### src/hdl/csti_defines.svh
/*
 Constants for the core status, timer and interrupt control block.
 Assumes inclusion by bare name from the design files.
*/
`ifndef CSTI_DEFINES_SVH
`define CSTI_DEFINES_SVH
`define CSTI_ADDR_EP_IEN 8'h21
`define CSTI_ADDR_GLB_IEN 8'h20
`define CSTI_ADDR_TMR_LO 8'h24
`define CSTI_ADDR_TMR_HI 8'h25
`define CSTI_ADDR_PSC 8'hFF
`define CSTI_PSC_POR 8'h11
`define CSTI_PSC_WDR 8'h41
`define CSTI_BIT_RUN 0
`define CSTI_BIT_STEP 1
`define CSTI_BIT_IMASK 2
`define CSTI_BIT_SUSP 3
`define CSTI_BIT_POR 4
`define CSTI_BIT_BUSRST 5
`define CSTI_BIT_WDR 6
`define CSTI_BIT_IRQP 7
`define CSTI_CLK_MHZ 50
`define CSTI_TICK_NS 1000
`define CSTI_TICK_CYC ((`CSTI_TICK_NS * `CSTI_CLK_MHZ) / 1000)
`define CSTI_SE0_NS 8000
`define CSTI_SE0_CYC (((`CSTI_SE0_NS * `CSTI_CLK_MHZ) / 1000) + 1)
`define CSTI_WAKE_SHORT_US 128
`define CSTI_WAKE_LONG_US 96000
`define CSTI_NUM_SRC 8
`define CSTI_VEC_BUSRST 16'h0002
`define CSTI_VEC_T128 16'h0004
`define CSTI_VEC_T1024 16'h0006
`define CSTI_VEC_EP0 16'h0008
`define CSTI_VEC_EP1 16'h000A
`define CSTI_VEC_EP2 16'h000C
`define CSTI_VEC_DAC 16'h0014
`define CSTI_VEC_GPIO 16'h0016
`endif

### src/hdl/csti_pkg.sv
/*
 Types for the core status, timer and interrupt control block.
 Assumes the defines header is compiled alongside.
*/
package csti_pkg;
    typedef enum logic [3:0] {
        ACK_IDLE = 4'h1,
        ACK_MASK = 4'h2,
        ACK_CLR = 4'h4,
        ACK_CALL = 4'h8
    } csti_ack_t;
    typedef struct packed {
        logic [11:0] count;
        logic [15:0] presc;
    } csti_tmr_t;
endpackage

### src/hdl/csti_core_ctrl.sv
/*
 Processor status/control, timer read, interrupt latch and acknowledge.
 Assumes the core gives I/O strobes, instruction-end and opcode pulses.
*/
`timescale 1ns/1ps
`include "csti_defines.svh"
module csti_core_ctrl #(
    parameter int TICK_CYC = `CSTI_TICK_CYC,
    parameter int SE0_CYC = `CSTI_SE0_CYC
) (
    input wire logic clk_sys_i,
    input wire logic rst_n_i,
    input wire logic wdt_rst_i,
    input wire logic io_wr_i,
    input wire logic io_rd_i,
    input wire logic [7:0] io_addr_i,
    input wire logic [7:0] io_wdata_i,
    output logic [7:0] io_rdata_o,
    input wire logic instr_last_i,
    input wire logic halt_instr_i,
    input wire logic disable_irq_instruction_i,
    input wire logic enable_irq_instruction_i,
    input wire logic return_from_irq_instruction_i,
    input wire logic usb_dp_i,
    input wire logic usb_dm_i,
    input wire logic bus_activity_i,
    input wire logic [2:0] endpoint_evt_i,
    input wire logic dac_evt_i,
    input wire logic gpio_evt_i,
    output logic run_o,
    output logic suspend_o,
    output logic wake_long_o,
    output logic irq_call_o,
    output logic [15:0] irq_vector_o,
    output logic irq_restore_o
);
    typedef struct packed {
        logic [7:0] psc;
        logic [7:0] glb_ien;
        logic [2:0] ep_ien;
        logic [7:0] latch;
        logic [3:0] hold;
        logic [7:0] rdata;
        logic [15:0] se0_cnt;
        logic se0_seen;
        logic [2:0] sel;
        csti_pkg::csti_ack_t ack;
        logic call;
        logic [15:0] vec;
        logic restore;
        logic wdt_seen;
    } state_t;

    state_t st, next_st;
    logic [11:0] tmr_count;
    logic tick_128;
    logic tick_1024;
    logic [7:0] src_evt;
    logic [7:0] src_en;
    logic [7:0] active;
    logic [2:0] pick;
    logic se0_long;
    logic irq_any;
    logic susp_ok;
    logic [15:0] vec_tab [`CSTI_NUM_SRC];

    csti_timer #(.TICK_CYC(TICK_CYC)) u_timer (
        .clk_sys_i(clk_sys_i),
        .rst_n_i(rst_n_i),
        .count_o(tmr_count),
        .tick_128_o(tick_128),
        .tick_1024_o(tick_1024)
    );

    assign vec_tab[0] = `CSTI_VEC_BUSRST;
    assign vec_tab[1] = `CSTI_VEC_T128;
    assign vec_tab[2] = `CSTI_VEC_T1024;
    assign vec_tab[3] = `CSTI_VEC_EP0;
    assign vec_tab[4] = `CSTI_VEC_EP1;
    assign vec_tab[5] = `CSTI_VEC_EP2;
    assign vec_tab[6] = `CSTI_VEC_DAC;
    assign vec_tab[7] = `CSTI_VEC_GPIO;

    // Shared conditions
    assign se0_long = (st.se0_cnt == 16'(SE0_CYC)) && !st.se0_seen;
    assign irq_any = (active != 8'h00);
    assign susp_ok = !bus_activity_i && !irq_any && !st.psc[`CSTI_BIT_IRQP];

    always_comb begin
        src_evt = {gpio_evt_i, dac_evt_i, endpoint_evt_i, tick_1024, tick_128, 1'b0};
        src_evt[0] = 1'b0;
        // Bus reset, timers, endpoints, converter, pins
        src_en = {st.glb_ien[6:5], st.ep_ien, st.glb_ien[2:0]};
    end

    // Per-source enable gating and lowest-index priority pick
    genvar gi;
    generate
        for (gi = 0; gi < `CSTI_NUM_SRC; gi++) begin : g_src
            assign active[gi] = st.latch[gi] & src_en[gi];
        end
    endgenerate

    always_comb begin
        pick = 3'h0;
        for (int i = `CSTI_NUM_SRC - 1; i >= 0; i--) begin
            if (active[i]) begin
                pick = 3'(i);
            end
        end
    end

    always_comb begin
        next_st = st;
        next_st.call = 1'b0;
        next_st.restore = 1'b0;
        next_st.wdt_seen = 1'b0;
        // Bus reset detect
        if (!usb_dp_i && !usb_dm_i) begin
            if (st.se0_cnt != 16'(SE0_CYC)) begin
                next_st.se0_cnt = st.se0_cnt + 16'h0001;
            end
        end else begin
            next_st.se0_cnt = 16'h0000;
            next_st.se0_seen = 1'b0;
        end

        // Register reads
        if (io_rd_i) begin
            case (io_addr_i)
                `CSTI_ADDR_TMR_LO: begin
                    next_st.rdata = tmr_count[7:0];
                    next_st.hold = tmr_count[11:8];
                end
                `CSTI_ADDR_TMR_HI: begin
                    next_st.rdata = {4'h0, st.hold};
                end
                `CSTI_ADDR_EP_IEN: begin
                    next_st.rdata = {5'h00, st.ep_ien};
                end
                `CSTI_ADDR_GLB_IEN: begin
                    next_st.rdata = st.glb_ien;
                end
                `CSTI_ADDR_PSC: begin
                    next_st.rdata = st.psc;
                end
                default: begin
                    next_st.rdata = 8'h00;
                end
            endcase
        end

        // Register writes
        if (io_wr_i) begin
            case (io_addr_i)
                `CSTI_ADDR_EP_IEN: begin
                    next_st.ep_ien = io_wdata_i[2:0];
                end
                `CSTI_ADDR_GLB_IEN: begin
                    next_st.glb_ien = io_wdata_i & 8'h67;
                end
                `CSTI_ADDR_PSC: begin
                    next_st.psc[`CSTI_BIT_RUN] = io_wdata_i[`CSTI_BIT_RUN];
                    next_st.psc[`CSTI_BIT_STEP] = io_wdata_i[`CSTI_BIT_STEP];
                    next_st.psc[`CSTI_BIT_POR] = io_wdata_i[`CSTI_BIT_POR];
                    next_st.psc[`CSTI_BIT_BUSRST] = io_wdata_i[`CSTI_BIT_BUSRST];
                    next_st.psc[`CSTI_BIT_WDR] = io_wdata_i[`CSTI_BIT_WDR];
                    if (io_wdata_i[`CSTI_BIT_SUSP] && susp_ok) begin
                        next_st.psc[`CSTI_BIT_SUSP] = 1'b1;
                    end
                end
                default: begin
                end
            endcase
        end

        // Suspend wake
        if (st.psc[`CSTI_BIT_SUSP] && (bus_activity_i || irq_any)) begin
            next_st.psc[`CSTI_BIT_SUSP] = 1'b0;
        end

        // Long SE0 sets flag once per event
        if (se0_long) begin
            next_st.se0_seen = 1'b1;
            next_st.psc[`CSTI_BIT_BUSRST] = 1'b1;
        end

        // Latch events; set beats ack clear
        for (int i = 0; i < `CSTI_NUM_SRC; i++) begin
            if (st.ack == csti_pkg::ACK_CLR && st.sel == 3'(i)) begin
                next_st.latch[i] = 1'b0;
            end
        end
        next_st.latch = next_st.latch | src_evt;
        if (se0_long) begin
            next_st.latch[0] = 1'b1;
        end

        // Halt and single step
        if (instr_last_i && st.psc[`CSTI_BIT_RUN]) begin
            if (halt_instr_i || st.psc[`CSTI_BIT_STEP]) begin
                next_st.psc[`CSTI_BIT_RUN] = 1'b0;
            end
        end

        // Global mask from instructions
        if (disable_irq_instruction_i) begin
            next_st.psc[`CSTI_BIT_IMASK] = 1'b0;
        end
        if (enable_irq_instruction_i) begin
            next_st.psc[`CSTI_BIT_IMASK] = 1'b1;
        end
        if (return_from_irq_instruction_i) begin
            next_st.psc[`CSTI_BIT_IMASK] = 1'b1;
            next_st.restore = 1'b1;
        end

        // Acknowledge sequence
        case (st.ack)
            csti_pkg::ACK_IDLE: begin
                if (instr_last_i && st.psc[`CSTI_BIT_IMASK] && irq_any) begin
                    next_st.sel = pick;
                    next_st.psc[`CSTI_BIT_IRQP] = 1'b1;
                    next_st.ack = csti_pkg::ACK_MASK;
                end
            end
            csti_pkg::ACK_MASK: begin
                next_st.psc[`CSTI_BIT_IMASK] = 1'b0;
                next_st.ack = csti_pkg::ACK_CLR;
            end
            csti_pkg::ACK_CLR: begin
                next_st.psc[`CSTI_BIT_IRQP] = 1'b0;
                next_st.ack = csti_pkg::ACK_CALL;
            end
            csti_pkg::ACK_CALL: begin
                next_st.call = 1'b1;
                next_st.vec = vec_tab[st.sel];
                next_st.ack = csti_pkg::ACK_IDLE;
            end
            default: begin
                next_st.ack = csti_pkg::ACK_IDLE;
            end
        endcase
    end

    always_ff @(posedge clk_sys_i) begin
        if (!rst_n_i) begin
            st <= '0;
            st.psc <= `CSTI_PSC_POR;
            st.ack <= csti_pkg::ACK_IDLE;
        end else if (wdt_rst_i) begin
            st <= '0;
            st.psc <= `CSTI_PSC_WDR;
            st.ack <= csti_pkg::ACK_IDLE;
            st.wdt_seen <= 1'b1;
        end else begin
            st <= next_st;
        end
    end

    assign io_rdata_o = st.rdata;
    assign run_o = st.psc[`CSTI_BIT_RUN];
    assign suspend_o = st.psc[`CSTI_BIT_SUSP];
    assign wake_long_o = st.psc[`CSTI_BIT_POR];
    assign irq_call_o = st.call;
    assign irq_vector_o = st.vec;
    assign irq_restore_o = st.restore;
endmodule // csti_core_ctrl

### src/hdl/csti_timer.sv
/*
 Free-running 12-bit microsecond timer with 128 us and 1.024 ms ticks.
 Assumes one synchronous clock; no read strobe here, the core latches the count on reads.
*/
`timescale 1ns/1ps
`include "csti_defines.svh"
module csti_timer #(
    parameter int TICK_CYC = `CSTI_TICK_CYC
) (
    input wire logic clk_sys_i,
    input wire logic rst_n_i,
    output logic [11:0] count_o,
    output logic tick_128_o,
    output logic tick_1024_o
);
    csti_pkg::csti_tmr_t st, next_st;
    always_comb begin
        next_st = st;
        if (st.presc == 16'(TICK_CYC - 1)) begin
            next_st.presc = 16'h0000;
            next_st.count = st.count + 12'h001;
        end else begin
            next_st.presc = st.presc + 16'h0001;
        end
    end
    always_ff @(posedge clk_sys_i) begin
        if (!rst_n_i) begin
            st <= '0;
        end else begin
            st <= next_st;
        end
    end
    assign count_o = st.count;
    // Pulses when low bits roll over
    assign tick_128_o = (st.presc == 16'(TICK_CYC - 1)) && (st.count[6:0] == 7'h7F);
    assign tick_1024_o = (st.presc == 16'(TICK_CYC - 1)) && (st.count[9:0] == 10'h3FF);
endmodule // csti_timer

### config.mk
export PLATFORM = sky130hd
export DESIGN_NAME = csti_core_ctrl
export DESIGN_NICKNAME = d
export VERILOG_FILES = /design/src/hdl/csti_pkg.sv /design/src/hdl/csti_core_ctrl.sv /design/src/hdl/csti_timer.sv
export VERILOG_INCLUDE_DIRS = /design/src /design/src/hdl
export SDC_FILE = /design/constraint.sdc
export NUM_CORES = 1
export LEC_CHECK = 0
export BUFFER_PORTS_ARGS = -buffer_cell sky130_fd_sc_hd__clkbuf_2
export CELL_PAD_IN_SITES_DETAIL_PLACEMENT = 1
export CELL_PAD_IN_SITES_GLOBAL_PLACEMENT = 1
export CORE_MARGIN = 3
export CORE_UTILIZATION = 45
export DETAILED_ROUTE_END_ITERATION = 10
export GPL_TIMING_DRIVEN = 0
export PLACE_DENSITY_LB_ADDON = 0.25
export SLEW_MARGIN = 20
export SYNTH_ARGS = -nofsm -noshare
export SYNTH_HDL_FRONTEND = slang
export SYNTH_HIERARCHICAL = 1
export SYNTH_SLANG_ARGS = --single-unit
### constraint.sdc
create_clock -name clk_sys_i -period 4.3 [get_ports clk_sys_i]
set_input_delay 1.29 -clock clk_sys_i [delete_from_list [all_inputs] [get_ports clk_sys_i]]
set_output_delay 1.29 -clock clk_sys_i [all_outputs]
set_load 0.03 [all_outputs]
==> metrics.md, run 1 <==
| Metric | Value |
|---|---|
| Sw power | `0.0003843 W` |
| PD cells | `about 310 mW/mm²` |
| F_max | `~350 MHz` |
| Min-delay worst type | `reg2reg` |
| Cell Area, Synth | `0.004646 mm²` |
| Slowest-stage cell, CP | `clkbuf_1` |
| Largest area contributor in the netlist | `dfxtp_1` |
| Non-filler cells, final | `730` |
| CTS sink cnt | `94` |
| Clk buf depth | `2` |
| Die area | `~0.012 mm²` |
| Maximum vdd drop | `between 0.15 and 0.2 mV` |
| Largest net degree at the start of global routing | `15` |
| Synth warnings | `6` |
| NumNets Final | `approximately 640` |
| Sw Ratio | `23.18%` |
| CP Class | `in2reg` |
| Post-CTS Hold Fix Bufs | `0` |
| Placer congestion estimate | `about 0.84` |
| Final hold violations | `0` |
| Seq cells post-synth | `94` |
| Area delta synth->final | `14.33%` |
| Core Region | `~0.01 mm²` |
| Clock power share | `40.2%` |
| Slew Limit Fails | `0` |
| Share of the synthesized area in the top cell type | `around two fifths` |
| Final TNS setup | `0 ns` |
| Worst Setup End Kind | `register` |
| Slew @ Worst Pin | `0.7224 ns` |
| Final Worst Setup Slack | `approximately 1.5 ns` |
| Distinct cell type count of the synthesized netlist | `between 50 and 60` |
| RSZ-0062 raised after global routing | `no` |
| # port buffers | `47` |
| CP Cell Sequence | `clkbuf_2 > nand2b_1 > clkbuf_1 > or3_1 > clkbuf_1 > clkbuf_1 > nor2_1` |
| CP Launch Point | `wdt_rst_i` |
| # IOs | `63` |
| # H-tree levels | `3` |
| Worst setup SP type | `primary input` |
| Via-to-Cell Ratio | `roughly 5.5` |
| EDFF count, synth | `0` |
| Cell Rows | `36` |
| Asr flop ratio synth | `0%` |
| Maxcap violations | `0` |
| Root buf cell | `clkbuf_8` |
| Status | `finished clean` |
| Worst path most repeated cell | `clkbuf_1` |
| Total CTS buffers | `9` |
| Reg power frac | `a little over half` |
| Clock slew at reported path FFs | `around 0.09 ns` |
| Critical path fanouts, max | `10` |
| Seq/Total Area, Yosys | `between 40% and 50%` |
| Chip width | `~110 µm` |
| Post-DP HPWL | `8857 µm` |
| CP bufs+invs | `4` |
| Gr usage total | `a little over a fifth` |
| # placed instances | `about 720` |
| Fill cells | `~1200` |
| Most numerous cell in the Yosys netlist | `dfxtp_1` |
| 1st-iter DRT viols | `158` |
| Largest cells by area after synthesis | `dfxtp_1, buf_4, nor2_1` |
| # DRC | `0` |
| Placement-stage worst setup slack | `roughly 0.99 ns` |
| Synth top cells by count | `dfxtp_1, nor2_1, a21oi_1, buf_4, nand2_1` |
| Chip height | `107.6 µm` |
| Combinational share of power | `approximately 6.3%` |
| Top delay family on crit path | `buffers and inverters` |
| Initial Util | `approximately 47%` |
| Post-Syn Instances | `524` |
| CP peak stage delay | `~0.48 ns` |
| Layout cells sized above 1 | `between 10% and 20%` |
| Lkg Pwr | `just under 2 nW` |
| Critical Path AT | `3.06 ns` |
| Max Clock Skew | `0.007707 ns` |
| Setup violations, final | `0` |
| Global-route wire length before repair | `~20000 µm` |
| Wirelength, routed | `11750 µm` |
| CTS tree | `built` |
| Mean Syn Cell Area | `just under 9 µm²` |
| Reg-to-reg startpoint | `u_timer/st[0]` |
| Internal Dissipation | `0.001274 W` |
| Cts repair resizes | `0` |
| CP required | `4.53 ns` |
| Vias in the first global route | `roughly 4000` |
| Setup Fix Bufs, Post-CTS | `0` |
| Router iterations before antenna repair | `4` |
| Fin crit share | `between 60 and 70%` |
| Drt wl/cell | `between 15 and 20 µm` |
| Antenna violations before repair | `0` |
| Clock period minus worst slack | `2.829 ns` |
| Antenna diodes | `0` |
| ANT nets after route | `0` |
| Worst rel slew slack | `roughly half` |
| Total number of vias | `~4000` |
| Primary FF master, synth | `dfxtp_1` |
| Min-delay src | `st[54]` |
| Grt ovf | `0` |
| Clk_lat worst skew | `0.36 ns` |
-- layer usage --
layer	global-route usage, %	up-vias	wire length, µm
li1	-	1988	-
met1	26.11	1925	5202
met2	36.15	81	5721
met5	0	-	0
met4	7.214	0	210
met3	4.859	17	616
-- registers in the layout, indices dropped and copies added (netlist names) --
name / cells
run_o: 1
wake_long_o: 1
src_en: 8
irq_vector_o: 4
io_rdata_o: 8
st: 41
u_timer/st: 16
suspend_o: 1
u_timer/count_o: 12
irq_call_o: 1
irq_restore_o: 1
-- stage by stage --
stage                     utilization, %  hold slack (ns)  area, µm²  total power (W)
after detailed placement           51.35           0.4502       5089         0.001013
after CTS                          53.60           0.4632       5311         0.001681
after global placement             51.35           0.4422       5089         0.001010
after global routing               53.60           0.4913       5311         0.001729
final                              53.60           0.4662       5311         0.001658
after floorplan                        -           0.4319       4687        0.0009735
-- tightest hold or removal path: cells and delay by family (launching register included) --
family,cells,cell delay [ns]
flip-flops,1,0.32
AO/OA/AOI/OAI,1,0.06
AND/OR/NAND/NOR,1,0.05
-- cell families (layout without fill, tap and decap cells) --
kind of cell / after synthesis / in the layout / synth area share [%]
AO/OA/AOI/OAI: 91 / 91 / 12.07
XOR/XNOR: 24 / 24 / 4.525
adder cells (fa/ha/maj): 9 / 9 / 2.424
buffers and inverters: 71 / 133 / 9.076
flip-flops: 94 / 94 / 40.51
multiplexers: 22 / 22 / 5.548
other: 1 / 12 / 0.08072
AND/OR/NAND/NOR: 212 / 212 / 25.77
-- final timing paths --
kind                                        to  slack [ns]  cells past startpoint
worst min-delay path                    st[54]        0.47                      2
worst min register to register          st[54]        0.47                      2
worst max-delay path                    st[27]        1.47                      7
worst max register to register  u_timer/st[13]        2.09                      7
-- placed cells by master (no fill, tap or decap), drive strengths merged, types with 9 or more instances in the layout --
master and instances:
a21oi 36, buf 41, clkbuf 74, conb 12, dfxtp 94, ha 9, inv 15, mux2i 19
nand2 23, nand3 22, nand4 21, nor2 64, nor3 13, nor4 11, o21ai 20, or3 11
or4 9, xnor2 12, xor2 12
-- final cells by class --
class	count	area, µm²	share of cell area, %
Inverter	15	56.30	1.060
Tap cell	133	166.4	3.133
Buffer	56	365.4	6.879
Clock inverter	3	67.56	1.272
Multi-Input combinational cell	370	2384	44.88
Timing Repair Buffer	47	235.2	4.429
Clock buffer	12	155.1	2.921
Sequential cell	94	1882	35.43
-- power groups by stage --
stage	Sequential [W]	Clock (W)	Combinational, W
3_5_place_dp	0.000908	0	0.000106
6_report	0.000887	0.000666	0.000105
3_3_place_gp	0.000907	0	0.000103
4_1_cts	0.000888	0.000687	0.000106
5_1_grt	0.000889	0.000724	0.000116
2_1_floorplan	0.000908	0	0.0000656
Power figures use the tool's default switching activity.
==> run 2: changes to the inputs <==
--- a/config.mk
+++ b/config.mk
@@ -10,7 +10,7 @@
 export CELL_PAD_IN_SITES_DETAIL_PLACEMENT = 1
 export CELL_PAD_IN_SITES_GLOBAL_PLACEMENT = 1
 export CORE_MARGIN = 3
-export CORE_UTILIZATION = 45
+export CORE_UTILIZATION = 44
 export DETAILED_ROUTE_END_ITERATION = 10
 export GPL_TIMING_DRIVEN = 0
 export PLACE_DENSITY_LB_ADDON = 0.25
==> constraint.sdc (replaced) <==
create_clock -name clk_sys_i -period 2.95 [get_ports clk_sys_i]
set_input_delay 0.885 -clock clk_sys_i [delete_from_list [all_inputs] [get_ports clk_sys_i]]
set_output_delay 0.885 -clock clk_sys_i [all_outputs]
set_load 0.03 [all_outputs]
==> metrics.md, run 2 (synthesis results as in run 1) <==
| Metric | Value |
|---|---|
| Status | `finished clean` |
| Wirelength, routed | `11850 µm (+0.82%)` |
| Sw Ratio | `23.34% (+0.16 points)` |
| Post-CTS Hold Fix Bufs | `0 (unchanged)` |
| # port buffers | `47 (unchanged)` |
| Total CTS buffers | `9 (unchanged)` |
| Worst Setup End Kind | `register` |
| F_max | `approximately 420 MHz` |
| Clock slew at reported path FFs | `0.09 ns (about the same)` |
| Clk_lat worst skew | `0.37 ns (about the same)` |
| Min-delay worst type | `reg2reg` |
| Chip height | `108.8 µm (+1.1%)` |
| Slew @ Worst Pin | `0.7583 ns (+0.03593 ns)` |
| Critical Path AT | `2.63 ns (-0.43 ns)` |
| PD cells | `456.0 mW/mm² (+46%)` |
| Area delta synth->final | `14.54%` |
| Number of flip-flops in the largest register | `41 (unchanged)` |
| Post-route cell area | `0.005321 mm² (+0.19%)` |
| Antenna violations before repair | `1 (+1)` |
| Fin crit share | `81.03%` |
| NumNets Final | `636 (unchanged)` |
| Layout cells sized above 1 | `20.23% (+0.30 points)` |
| Worst setup SP type | `primary input` |
| # IOs | `63 (unchanged)` |
| 1st-iter DRT viols | `205 (+30%)` |
| Top reg by flops | `st` |
| Slew Limit Fails | `0 (unchanged)` |
| Max Clock Skew | `0.007656 ns (-0.00005066 ns)` |
| Final TNS setup | `0 ns (unchanged)` |
| Die area | `0.01183 mm² (+2.1%)` |
| # DRC | `0 (unchanged)` |
| CTS tree | `built` |
| Cts repair resizes | `0 (unchanged)` |
| Worst rel slew slack | `49.17% (-2.4 points)` |
| # H-tree levels | `3 (unchanged)` |
| RSZ-0062 raised after global routing | `no` |
| Pwr Total | `0.002426 W (+46%)` |
| CTS sink cnt | `94 (unchanged)` |
| CP Class | `in2reg` |
| Clk buf depth | `2 (unchanged)` |
| Clock power share | `40.4% (+0.2 points)` |
| Setup violations, final | `0 (unchanged)` |
| Internal Dissipation | `0.001860 W (+46%)` |
| Via-to-Cell Ratio | `5.506 (+0.21%)` |
| Root buf cell | `clkbuf_8` |
| ANT nets after route | `0 (unchanged)` |
| Commonest non-fill, non-tap cell in the layout | `dfxtp_1` |
| Router iterations before antenna repair | `4 (unchanged)` |
| Cell Rows | `36 (unchanged)` |
| Drt wl/cell | `16.21 µm (+0.68%)` |
| Chip width | `108.8 µm (+1.1%)` |
| Largest net degree at the start of global routing | `16 (+1)` |
| CP required | `3.19 ns (-1.34 ns)` |
| Lkg Pwr | `1.964 nW (+0.35%)` |
| Vias in the first global route | `4141 (+1.6%)` |
| Initial Util | `46.46% (-0.42 points)` |
| Placed inst area | `0.005089 mm² (unchanged)` |
| Post-DP HPWL | `9047 µm (+2.1%)` |
| Maxcap violations | `0 (unchanged)` |
| Total number of vias | `4025 (+0.35%)` |
| Fill cells | `1203 (-3.1%)` |
| Placer congestion estimate | `0.8275 (-1.2%)` |
| Antenna diodes | `0 (unchanged)` |
| Final hold violations | `0 (unchanged)` |
| Most frequent cells in the layout | `dfxtp_1, nor2_1, clkbuf_2` |
| Gr usage total | `21.12% (about the same)` |
| Combinational share of power | `6.3% (about the same)` |
| Reg power frac | `53.3% (-0.2 points)` |
| Grt ovf | `0 (unchanged)` |
| Sw power | `0.0005663 W (+47%)` |
| Critical path fanouts, max | `10 (unchanged)` |
| Maximum vdd drop | `0.2095 mV (+12%)` |
| Clock period minus worst slack | `between 2 and 2.5 ns` |
| Setup Fix Bufs, Post-CTS | `0 (unchanged)` |
| Global-route wire length before repair | `19730 µm (+1.3%)` |
| Core Region | `0.01000 mm² (+0.91%)` |
==> run 2: per-stage QoR <==
stage               hold slack, ns  utilization [%]  setup slack [ns]  std cells
floorplan                   0.4319                -            0.4926        535
global placement            0.4454            50.89            0.2376        715
detailed placement          0.4570            50.89            0.1542        715
CTS                         0.4705            53.22            0.5766        731
global route                0.5034            53.22            0.3265        731
finish                      0.4641            53.22            0.5596        731
==> run 2: layout make-up <==
class	instances	area [µm²]	share of cell area [%]
Buffer	56	365.4	6.866
Clock buffer	11	151.4	2.845
Clock inverter	5	81.33	1.528
Inverter	15	56.30	1.058
Multi-Input combinational cell	370	2384	44.79
Sequential cell	94	1882	35.36
Tap cell	133	166.4	3.127
Timing Repair Buffer	47	235.2	4.420
==> run 2: power groups by stage <==
stage                     sequential, W  combinational (W)  clock [W]
final                           0.00129           0.000153   0.000980
after global routing            0.00130           0.000167    0.00107
after CTS                       0.00129           0.000153    0.00101
after detailed placement        0.00132           0.000152          0
after global placement          0.00132           0.000149          0
after floorplan                 0.00132          0.0000956          0
==> run 2: worst paths after layout <==
path | from | end | slack [ns] | cells after the start
worst max-delay path | rst_n_i | st[39] | 0.56 | 7
worst max register to register | u_timer/st[0] | u_timer/st[10] | 0.77 | 7
worst min-delay path | st[52] | st[52] | 0.46 | 2
worst min register to register | st[52] | st[52] | 0.46 | 2
==> run 2: routing by layer <==
layer / GRT usage, % / vias up / wire length (µm)
met3: 3.730 / 19 / 433
met4: 8.206 / 2 / 220
met1: 25.67 / 1966 / 5206
li1: - / 1976 / -
met5: 0 / - / 13
met2: 37.07 / 62 / 5973
==> run 2: critical path, stage by stage <==
cell	delay, ns
clkbuf_2	0.14
nand2b_1	0.09
clkbuf_1	0.48
or3_1	0.19
clkbuf_1	0.31
clkbuf_1	0.42
nor2_1	0.10
